[config.mk]
export PLATFORM = sky130hd
export DESIGN_NAME = hwg_host_spacing_guard
export DESIGN_NICKNAME = d
export VERILOG_FILES = /design/src/rtl/hwg_pkg.sv /design/src/rtl/hwg_elapsed_counter.sv /design/src/rtl/hwg_host_spacing_guard.sv
export SDC_FILE = /design/constraint.sdc
export NUM_CORES = 1
export LEC_CHECK = 0
export ABC_CLOCK_PERIOD_IN_PS = 4800
export BUFFER_PORTS_ARGS = -buffer_cell sky130_fd_sc_hd__buf_2
export CAP_MARGIN = 25
export CORE_MARGIN = 10
export CORE_UTILIZATION = 41
export CTS_CLUSTER_DIAMETER = 120
export CTS_CLUSTER_SIZE = 8
export DETAILED_ROUTE_END_ITERATION = 7
export PLACE_DENSITY_LB_ADDON = 0.1
export SETUP_SLACK_MARGIN = 0.05
export SLEW_MARGIN = 20
export SYNTH_ARGS = -nofsm -noshare
export SYNTH_HDL_FRONTEND = slang
export SYNTH_SLANG_ARGS = --single-unit
[constraint.sdc]
create_clock -name mclk -period 4.8 [get_ports mclk]
set_input_delay 0.24 -clock mclk [delete_from_list [all_inputs] [get_ports mclk]]
set_output_delay 0.24 -clock mclk [all_outputs]
set_load 0.1 [all_outputs]
[src/rtl/hwg_pkg.sv]
package hwg_pkg;

    // clock
    localparam int CLK_NS = 20;

    // widths
    localparam int DEV_AW = 9;
    localparam int DEV_DW = 16;
    localparam int REG_DW = 32;
    localparam int SW_AW = 5;
    localparam int CNT_W = 5;
    localparam int PH_W = 2;

    // device register map (byte addresses on the device side)
    localparam logic [DEV_AW-1:0] DEV_FIFO_END = 9'h050;
    localparam logic [DEV_AW-1:0] DEV_INTR_CFG = 9'h054;
    localparam logic [DEV_AW-1:0] DEV_INTR_STATUS = 9'h058;
    localparam logic [DEV_AW-1:0] DEV_INTR_EN = 9'h05C;
    localparam logic [DEV_AW-1:0] DEV_BYTE_ORDER = 9'h064;
    localparam logic [DEV_AW-1:0] DEV_FIFO_LEVEL_INT = 9'h068;
    localparam logic [DEV_AW-1:0] DEV_TXFIFO_INFO = 9'h080;

    // write-to-read spacing, in ns as given
    localparam int HOST_CYCLE_TIME_NS = 45;
    localparam int T_ANY_NS = 45;
    localparam int T_TXFIFO_NS = 135;
    localparam int T_CFG_CFG_NS = 60;
    localparam int T_EN_CFG_NS = 90;
    localparam int T_EN_STAT_NS = 60;
    localparam int T_STAT_CFG_NS = 180;
    localparam int T_STAT_STAT_NS = 170;
    localparam int T_LVL_CFG_NS = 90;
    localparam int T_LVL_STAT_NS = 80;

    // same spacings as whole clock cycles, rounded up
    localparam int T_ANY_CYC = (T_ANY_NS + CLK_NS - 1) / CLK_NS;
    localparam int T_TXFIFO_CYC = (T_TXFIFO_NS + CLK_NS - 1) / CLK_NS;
    localparam int T_CFG_CFG_CYC = (T_CFG_CFG_NS + CLK_NS - 1) / CLK_NS;
    localparam int T_EN_CFG_CYC = (T_EN_CFG_NS + CLK_NS - 1) / CLK_NS;
    localparam int T_EN_STAT_CYC = (T_EN_STAT_NS + CLK_NS - 1) / CLK_NS;
    localparam int T_STAT_CFG_CYC = (T_STAT_CFG_NS + CLK_NS - 1) / CLK_NS;
    localparam int T_STAT_STAT_CYC = (T_STAT_STAT_NS + CLK_NS - 1) / CLK_NS;
    localparam int T_LVL_CFG_CYC = (T_LVL_CFG_NS + CLK_NS - 1) / CLK_NS;
    localparam int T_LVL_STAT_CYC = (T_LVL_STAT_NS + CLK_NS - 1) / CLK_NS;

    // device word access: strobes low in phases 1..2 on the pins, 4 clocks in all
    localparam logic [PH_W-1:0] ACC_STROBE_END = 2'h2;
    localparam logic [PH_W-1:0] ACC_SAMPLE_PH = 2'h2;
    localparam logic [PH_W-1:0] ACC_LAST_PH = 2'h3;

    // software register offsets
    localparam logic [SW_AW-1:0] SW_CTRL = 5'h00;
    localparam logic [SW_AW-1:0] SW_ADDR = 5'h04;
    localparam logic [SW_AW-1:0] SW_WDATA = 5'h08;
    localparam logic [SW_AW-1:0] SW_CMD = 5'h0C;
    localparam logic [SW_AW-1:0] SW_RDATA = 5'h10;
    localparam logic [SW_AW-1:0] SW_STATUS = 5'h14;

    // field positions
    localparam int CTRL_DUMMY_BIT = 0;
    localparam int CMD_READ_BIT = 0;
    localparam int CMD_HBCFG_BIT = 1;
    localparam int ST_BUSY_BIT = 0;
    localparam int ST_STALL_BIT = 1;
    localparam int ST_DONE_BIT = 2;
    localparam int ST_DROP_BIT = 3;
    localparam int ST_DUMMY_LSB = 8;
    localparam int ST_REQ_LSB = 16;

    // reset values
    localparam logic CTRL_DUMMY_RST = 1'b0;

    typedef struct packed {
        logic csN;
        logic rdN;
        logic wrN;
        logic dataOe;
        logic [DEV_AW-1:0] addr;
        logic [DEV_DW-1:0] dataOut;
    } hwg_devbus_s;

endpackage

[src/rtl/hwg_elapsed_counter.sv]
`timescale 1ns/1ps
// counts clocks since the last clear and sticks at its top value
module hwg_elapsed_counter #(
    parameter int W = 5
) (
    // clock and reset
    input wire logic mclk,
    input wire logic rst_n,
    // control
    input wire logic clear,
    // state
    output logic [W-1:0] count
);

    logic [W-1:0] count_q;

    // reset to the top so the first read after reset is not held back
    always_ff @(posedge mclk) begin
        if (!rst_n) begin
            count_q <= '1;
        end else if (clear) begin
            count_q <= '0;
        end else if (count_q != '1) begin
            count_q <= count_q + W'(1);
        end
    end

    assign count = count_q;

endmodule

[src/rtl/hwg_host_spacing_guard.sv]
`timescale 1ns/1ps
// How it works
// any write: 45 ns or one dummy read
// transmit FIFO write: 135 ns before information read
// interrupt config write: 60 ns before readback
// enable write: 90 ns config, 60 status
// status write: 180 ns config, 170 status
// level write: 90 ns config, 80 status
// dummy reads of byte-order register fill spacing
// slower cycles need fewer dummies, same time
// any delay means is allowed, dummies optional
// no delay added when time already passed
// spacing starts after the final word written
// host bus index/config accesses need no wait
// spacing rounded up to clocks, read stalled
module hwg_host_spacing_guard (
    // clock and reset
    input wire logic mclk,
    input wire logic rst_n,
    // software register port
    input wire logic [hwg_pkg::SW_AW-1:0] swAddr,
    input wire logic [hwg_pkg::REG_DW-1:0] swWrData,
    input wire logic swWr,
    input wire logic swRd,
    output logic [hwg_pkg::REG_DW-1:0] swRdData,
    // device host bus pins
    output hwg_pkg::hwg_devbus_s devOut,
    input wire logic [hwg_pkg::DEV_DW-1:0] devDataIn
);

    typedef enum logic [1:0] {
        IDLE,
        HOLD,
        DUMMY,
        WORD
    } hwg_state_e;

    // required spacing in clocks for a read of rdA after a write of wrA
    function automatic logic [hwg_pkg::CNT_W-1:0] spacingCycles(
        input logic [hwg_pkg::DEV_AW-1:0] wrA,
        input logic [hwg_pkg::DEV_AW-1:0] rdA
    );
        int c;
        c = hwg_pkg::T_ANY_CYC;
        // the affected set is unknown here, so every read pays the base spacing
        if (wrA < hwg_pkg::DEV_FIFO_END && rdA == hwg_pkg::DEV_TXFIFO_INFO) begin
            c = hwg_pkg::T_TXFIFO_CYC;
        end else if (wrA == hwg_pkg::DEV_INTR_CFG && rdA == hwg_pkg::DEV_INTR_CFG) begin
            c = hwg_pkg::T_CFG_CFG_CYC;
        end else if (wrA == hwg_pkg::DEV_INTR_EN) begin
            if (rdA == hwg_pkg::DEV_INTR_CFG) begin
                c = hwg_pkg::T_EN_CFG_CYC;
            end else if (rdA == hwg_pkg::DEV_INTR_STATUS) begin
                c = hwg_pkg::T_EN_STAT_CYC;
            end
        end else if (wrA == hwg_pkg::DEV_INTR_STATUS) begin
            if (rdA == hwg_pkg::DEV_INTR_CFG) begin
                c = hwg_pkg::T_STAT_CFG_CYC;
            end else if (rdA == hwg_pkg::DEV_INTR_STATUS) begin
                c = hwg_pkg::T_STAT_STAT_CYC;
            end
        end else if (wrA == hwg_pkg::DEV_FIFO_LEVEL_INT) begin
            if (rdA == hwg_pkg::DEV_INTR_CFG) begin
                c = hwg_pkg::T_LVL_CFG_CYC;
            end else if (rdA == hwg_pkg::DEV_INTR_STATUS) begin
                c = hwg_pkg::T_LVL_STAT_CYC;
            end
        end
        return c[hwg_pkg::CNT_W-1:0];
    endfunction

    function automatic logic swHit(
        input logic [hwg_pkg::SW_AW-1:0] a,
        input logic [hwg_pkg::SW_AW-1:0] off
    );
        return a == off;
    endfunction

    hwg_state_e state_q;
    logic dummyMode_q;
    logic [hwg_pkg::DEV_AW-1:0] addr_q;
    logic [hwg_pkg::REG_DW-1:0] wrData_q;
    logic [hwg_pkg::REG_DW-1:0] rdData_q;
    logic cmdRead_q;
    logic cmdHbCfg_q;
    logic wordIdx_q;
    logic [hwg_pkg::PH_W-1:0] phase_q;
    logic [7:0] dummyCnt_q;
    logic [hwg_pkg::DEV_AW-1:0] lastWrAddr_q;
    logic done_q;
    logic drop_q;
    logic [hwg_pkg::REG_DW-1:0] swRdData_q;
    hwg_pkg::hwg_devbus_s devOut_q;

    logic [hwg_pkg::CNT_W-1:0] elapsed;
    logic [hwg_pkg::CNT_W-1:0] reqCyc;
    logic spacingMet;
    logic cmdWr;
    logic accessEnd;
    logic lastWordEnd;
    logic wrDone;
    logic strobeOn;
    logic statusRd;

    assign cmdWr = swWr && swHit(swAddr, hwg_pkg::SW_CMD);
    assign statusRd = swRd && swHit(swAddr, hwg_pkg::SW_STATUS);
    assign accessEnd = (state_q == WORD || state_q == DUMMY) && phase_q == hwg_pkg::ACC_LAST_PH;
    assign lastWordEnd = state_q == WORD && accessEnd && wordIdx_q;
    // a half-written register starts no spacing; only the closing word does
    assign wrDone = lastWordEnd && !cmdRead_q && !cmdHbCfg_q;

    // index and configuration accesses of the bus interface skip the check
    assign reqCyc = cmdHbCfg_q ? '0 : spacingCycles(lastWrAddr_q, addr_q);
    assign spacingMet = elapsed >= reqCyc;

    // cleared only by a closing write word, so reads and dummies never restart the wait
    hwg_elapsed_counter #(
        .W(hwg_pkg::CNT_W)
    ) u_elapsed (
        .mclk(mclk),
        .rst_n(rst_n),
        .clear(wrDone),
        .count(elapsed)
    );

    // software control registers
    always_ff @(posedge mclk) begin
        if (!rst_n) begin
            dummyMode_q <= hwg_pkg::CTRL_DUMMY_RST;
            addr_q <= '0;
            wrData_q <= '0;
        end else if (swWr) begin
            // operands stay frozen while a command runs
            if (swHit(swAddr, hwg_pkg::SW_CTRL)) begin
                dummyMode_q <= swWrData[hwg_pkg::CTRL_DUMMY_BIT];
            end else if (swHit(swAddr, hwg_pkg::SW_ADDR) && state_q == IDLE) begin
                addr_q <= swWrData[hwg_pkg::DEV_AW-1:0];
            end else if (swHit(swAddr, hwg_pkg::SW_WDATA) && state_q == IDLE) begin
                wrData_q <= swWrData;
            end
        end
    end

    // command sequencer
    always_ff @(posedge mclk) begin
        if (!rst_n) begin
            state_q <= IDLE;
            cmdRead_q <= 1'b0;
            cmdHbCfg_q <= 1'b0;
            wordIdx_q <= 1'b0;
            phase_q <= '0;
        end else begin
            unique case (state_q)
                IDLE: begin
                    if (cmdWr) begin
                        cmdRead_q <= swWrData[hwg_pkg::CMD_READ_BIT];
                        cmdHbCfg_q <= swWrData[hwg_pkg::CMD_HBCFG_BIT];
                        wordIdx_q <= 1'b0;
                        phase_q <= '0;
                        state_q <= swWrData[hwg_pkg::CMD_READ_BIT] ? HOLD : WORD;
                    end
                end
                HOLD: begin
                    // the elapsed count runs on while held, so a plain wait ends by itself
                    phase_q <= '0;
                    if (spacingMet) begin
                        state_q <= WORD;
                    end else if (dummyMode_q) begin
                        state_q <= DUMMY;
                    end
                end
                DUMMY: begin
                    phase_q <= phase_q + hwg_pkg::PH_W'(1);
                    // re-check after each dummy: a slow access may already cover it
                    if (accessEnd) begin
                        state_q <= HOLD;
                    end
                end
                WORD: begin
                    phase_q <= phase_q + hwg_pkg::PH_W'(1);
                    if (accessEnd) begin
                        wordIdx_q <= 1'b1;
                        if (wordIdx_q) begin
                            state_q <= IDLE;
                        end
                    end
                end
            endcase
        end
    end

    // last write target, used to pick the spacing of the next read
    always_ff @(posedge mclk) begin
        if (!rst_n) begin
            lastWrAddr_q <= hwg_pkg::DEV_BYTE_ORDER;
        end else if (wrDone) begin
            lastWrAddr_q <= addr_q;
        end
    end

    // read data assembled low word first
    always_ff @(posedge mclk) begin
        if (!rst_n) begin
            rdData_q <= '0;
        end else if (state_q == WORD && cmdRead_q && phase_q == hwg_pkg::ACC_SAMPLE_PH) begin
            if (wordIdx_q) begin
                rdData_q[hwg_pkg::REG_DW-1:hwg_pkg::DEV_DW] <= devDataIn;
            end else begin
                rdData_q[hwg_pkg::DEV_DW-1:0] <= devDataIn;
            end
        end
    end

    // dummy read count of the current command
    always_ff @(posedge mclk) begin
        if (!rst_n) begin
            dummyCnt_q <= '0;
        end else if (state_q == IDLE && cmdWr) begin
            dummyCnt_q <= '0;
        end else if (state_q == DUMMY && accessEnd && dummyCnt_q != '1) begin
            dummyCnt_q <= dummyCnt_q + 8'h01;
        end
    end

    // sticky flags; a new event wins over the clear by a status read
    always_ff @(posedge mclk) begin
        if (!rst_n) begin
            done_q <= 1'b0;
            drop_q <= 1'b0;
        end else begin
            if (lastWordEnd) begin
                done_q <= 1'b1;
            end else if (statusRd || (state_q == IDLE && cmdWr)) begin
                done_q <= 1'b0;
            end
            if (cmdWr && state_q != IDLE) begin
                drop_q <= 1'b1;
            end else if (statusRd) begin
                drop_q <= 1'b0;
            end
        end
    end

    // device pins, registered one clock behind the phase count
    assign strobeOn = (state_q == WORD || state_q == DUMMY) && phase_q < hwg_pkg::ACC_STROBE_END;

    always_ff @(posedge mclk) begin
        if (!rst_n) begin
            devOut_q.csN <= 1'b1;
            devOut_q.rdN <= 1'b1;
            devOut_q.wrN <= 1'b1;
            devOut_q.dataOe <= 1'b0;
            devOut_q.addr <= '0;
            devOut_q.dataOut <= '0;
        end else begin
            devOut_q.csN <= !strobeOn;
            devOut_q.rdN <= !(strobeOn && (state_q == DUMMY || cmdRead_q));
            devOut_q.wrN <= !(strobeOn && state_q == WORD && !cmdRead_q);
            devOut_q.dataOe <= strobeOn && state_q == WORD && !cmdRead_q;
            if (strobeOn) begin
                if (state_q == DUMMY) begin
                    devOut_q.addr <= hwg_pkg::DEV_BYTE_ORDER;
                end else begin
                    devOut_q.addr <= {addr_q[hwg_pkg::DEV_AW-1:2], wordIdx_q, 1'b0};
                end
                // data also moves on reads; harmless, since the drive enable is low then
                devOut_q.dataOut <= wordIdx_q ? wrData_q[hwg_pkg::REG_DW-1:hwg_pkg::DEV_DW]
                                              : wrData_q[hwg_pkg::DEV_DW-1:0];
            end
        end
    end

    assign devOut = devOut_q;

    // software read port, data in the cycle after the strobe
    always_ff @(posedge mclk) begin
        if (!rst_n) begin
            swRdData_q <= '0;
        end else if (swRd) begin
            swRdData_q <= '0;
            if (swHit(swAddr, hwg_pkg::SW_CTRL)) begin
                swRdData_q[hwg_pkg::CTRL_DUMMY_BIT] <= dummyMode_q;
            end else if (swHit(swAddr, hwg_pkg::SW_ADDR)) begin
                swRdData_q[hwg_pkg::DEV_AW-1:0] <= addr_q;
            end else if (swHit(swAddr, hwg_pkg::SW_WDATA)) begin
                swRdData_q <= wrData_q;
            end else if (swHit(swAddr, hwg_pkg::SW_RDATA)) begin
                swRdData_q <= rdData_q;
            end else if (swHit(swAddr, hwg_pkg::SW_STATUS)) begin
                swRdData_q[hwg_pkg::ST_BUSY_BIT] <= state_q != IDLE;
                swRdData_q[hwg_pkg::ST_STALL_BIT] <= state_q == HOLD || state_q == DUMMY;
                swRdData_q[hwg_pkg::ST_DONE_BIT] <= done_q;
                swRdData_q[hwg_pkg::ST_DROP_BIT] <= drop_q;
                swRdData_q[hwg_pkg::ST_DUMMY_LSB +: 8] <= dummyCnt_q;
                swRdData_q[hwg_pkg::ST_REQ_LSB +: hwg_pkg::CNT_W] <= reqCyc;
            end
        end
    end

    assign swRdData = swRdData_q;

endmodule

==> impl_metrics.env <==
export IMPL_synth_top_family_by_area="compound AO/OA/AOI/OAI gates"
export IMPL_hp_class="primary input to flop"
export IMPL_via_per_inst=5.414
export IMPL_dp_hpwl_um=16190
export IMPL_fin_crit_ps=2739
export IMPL_core_mm2=0.01784
export IMPL_clock_sinks=165
export IMPL_drtIter0Drc=476
export IMPL_fin_crit_sh_pct=57.06
export IMPL_die_area_mm2=0.02380
export IMPL_hold_viol_final=0
export IMPL_synth_top_area_cell="dfxtp_1"
export IMPL_async_flop_share_pct=0
export IMPL_syn_area_mm2=0.007391
export IMPL_cp_end_kind="flop"
export IMPL_grt_pass1_vias=6141
export IMPL_drive_above_1_share_pct=17.70
export IMPL_drc=0
export IMPL_max_freq_ghz=0.3651
export IMPL_critPathBufInv=0
export IMPL_die_h_um=154.3
export IMPL_cts_tree="yes"
export IMPL_dr_total_vias=6378
export IMPL_cts_hold_buf=0
export IMPL_yosysTopAreaCellShare_pct=44.69
export IMPL_drv_cap=0
export IMPL_postCtsSetupBuffers=0
export IMPL_totalNegativeSetupSlack_ps=0
export IMPL_track_usage_pct=18.29
export IMPL_startpoint_type="flop"
export IMPL_synthAdderAreaFrac_pct=2.370
export IMPL_multiInputGateArea_mm2=0.003779
export IMPL_routed_wl_met3_um=1213
export IMPL_cellPowerDensity_mw_per_mm2=467.5
export IMPL_wl_met1_um=11050
export IMPL_ir_drop_uv=430.1
export IMPL_relSlewSlack_pct=35.02
export IMPL_clkTransAtPathRegs_ps=70
export IMPL_routed_top_layer="met4"
export IMPL_rsz0062_at_grt="no"
export IMPL_clockBufferDepth=2
export IMPL_ys_types=58
export IMPL_wl_met2_um=9604
export IMPL_num_antenna_cells=0
export IMPL_arrival_ps=3100
export IMPL_synth_compound_area_share_pct=21.75
export IMPL_synth_mux_area_fraction_pct=4.469
export IMPL_cts_buffers=17
export IMPL_p_leak_nw=3.343
export IMPL_final_nets=1007
export IMPL_grt_start_max_net_pins=79
export IMPL_ys_warn_count=0
export IMPL_io_buffers=116
export IMPL_ys_ff_latch=165
export IMPL_h_tree_depth=4
export IMPL_yosysMostFrequentCell="nand2_1"
export IMPL_fill_cells=1763
export IMPL_worstMarginPinSlew_ps=969.4
export IMPL_synthSimpleGateAreaFrac_pct=21.04
export IMPL_wl_per_cell_um=18.79
export IMPL_cp_required_ps=5160
export IMPL_ys_flop_type="dfxtp_1"
export IMPL_seq_area_mm2=0.003303
export IMPL_yosys_top_cells_area="dfxtp_1, nand2_1, a21boi_0, mux2i_1, a22oi_1"
export IMPL_grt_ovfl_total=0
export IMPL_final_setup_viol_count=0
export IMPL_antenna_left=0
export IMPL_critPathMaxFanout=5
export IMPL_synthCells=856
export IMPL_cts_resized=0
export IMPL_initial_core_util_pct=41.43
export IMPL_grt_pass1_wl_um=35000
export IMPL_clk_latency_ps=430
export IMPL_cts_root_buffer="clkbuf_16"
export IMPL_synthXorXnorAreaFrac_pct=1.185
export IMPL_synthToLayoutAreaGrowth_pct=17.34
export IMPL_synth_area_per_cell_um2=8.634
export IMPL_place_congestion=0.8548
export IMPL_synth_seq_area_share_pct=44.69
export IMPL_critical_path_class="flop to flop"
export IMPL_slowest_delay_ps=590
export IMPL_path_cells="or4_4, nor4_4, a22oi_2, or2_2, ha_1, nor4_1, a211o_1, a21oi_1, mux2i_1"
export IMPL_worst_slack_ps=2061
export IMPL_antenna_found_initial=0
export IMPL_num_rows=49
export IMPL_drv_slew=0
export IMPL_crit_family="simple AND/OR/NAND/NOR gates"
export IMPL_wl_um=22130
export IMPL_dr_pass1_iters=5
export IMPL_synth_edff_count=0
export IMPL_status="finished clean"
export IMPL_fin_skew_ps=9.182
export IMPL_place_ws_ps=2087
export IMPL_synth_fp_nets=927
export IMPL_cpMaxStageDelayCell="or4_4"
export IMPL_fp_dieW_um=154.3
export IMPL_yosys_top_cells_count="nand2_1, dfxtp_1, a21boi_0"
export IMPL_io_pins=118
final timing paths:
check	from	to	slack [ps]	depth (start not counted)
worst max register to register	addr_q[8]	state_q[1]	2060	9
worst max-delay path	addr_q[8]	state_q[1]	2060	9
worst min register to register	swRdData[10]	swRdData[10]	460	2
worst min-delay path	swWrData[24]	wrData_q[24]	60	3
flip-flops by register name, summed over array words and instances, names as in the netlist, 2 cells and up:
signal and count:
state_q 2, swRdData 32, devOut 28, dummyCnt_q 8, wrData_q 32, addr_q 9
u_elapsed.count 5, phase_q 2, rdData_q 32, lastWrAddr_q 9
routing by layer:
| metal | vias up | GRT usage [%] |
|---|---|---|
| met2 | 152 | 26.79 |
| met1 | 3063 | 26.13 |
| met5 | - | 0 |
| li1 | 3139 | - |
| met4 | 0 | 4.858 |
| met3 | 24 | 4.298 |
placed cells by master, fill, tap and decap left out, drive strengths merged, types with 5 or more instances in the layout:
master and count:
xor2 6, nand3 16, a22o 8, and2 14, dfxtp 165, a21boi 75, nor2b 28, nor3 9
o22ai 13, nor4 5, nand4b 6, clkbuf 21, nand2b 6, mux2i 33, a22oi 27, o21ai 30
o211ai 7, nor2 28, and3 7, o211a 16, inv 22, buf 122, ha 14, a31oi 8
nor3b 5, nand2 190, a21oi 20
report_power, final:
part	switching (mW)	internal, mW
registers	0.0583	1.47
logic	0.899	0.224
clock network	0.571	0.835
total	1.53	2.53
cell families (layout without fill, tap and decap cells):
logic type / Yosys count / after routing
AND/OR/NAND/NOR: 329 / 329
XOR/XNOR: 10 / 10
AO/OA/AOI/OAI: 223 / 223
buffers and inverters: 81 / 174
adder cells (fa/ha/maj): 14 / 14
flip-flops: 165 / 165
other: 1 / 1
multiplexers: 33 / 33
area by class of cell:
class / count / area share (%)
Clock inverter: 11 / 1.731
Clock buffer: 21 / 5.194
Timing Repair Buffer: 122 / 7.243
Multi-Input combinational cell: 610 / 43.57
Inverter: 20 / 0.8657
Tap cell: 229 / 3.304
Sequential cell: 165 / 38.09
metrics by stage:
step / std cells / total power [mW] / instance area (µm²) / hold slack, ps / utilization [%]
final: 1178 / 4.055 / 8672 / 55.45 / 48.61
after global routing: 1178 / 4.218 / 8672 / 53.97 / 48.61
after CTS: 1178 / 4.088 / 8671 / 49.47 / 48.60
after floorplan: 856 / 2.456 / 7391 / 374.8 / -
after global placement: 1146 / 2.676 / 8060 / 433.1 / 45.18
after detailed placement: 1146 / 2.684 / 8070 / 442.5 / 45.23
worst min-delay path: stages:
cell and delay, ps:
buf_2 90, nand2_1 40, a21boi_0 60
No activity file was read; power rests on OpenSTA's default activity.
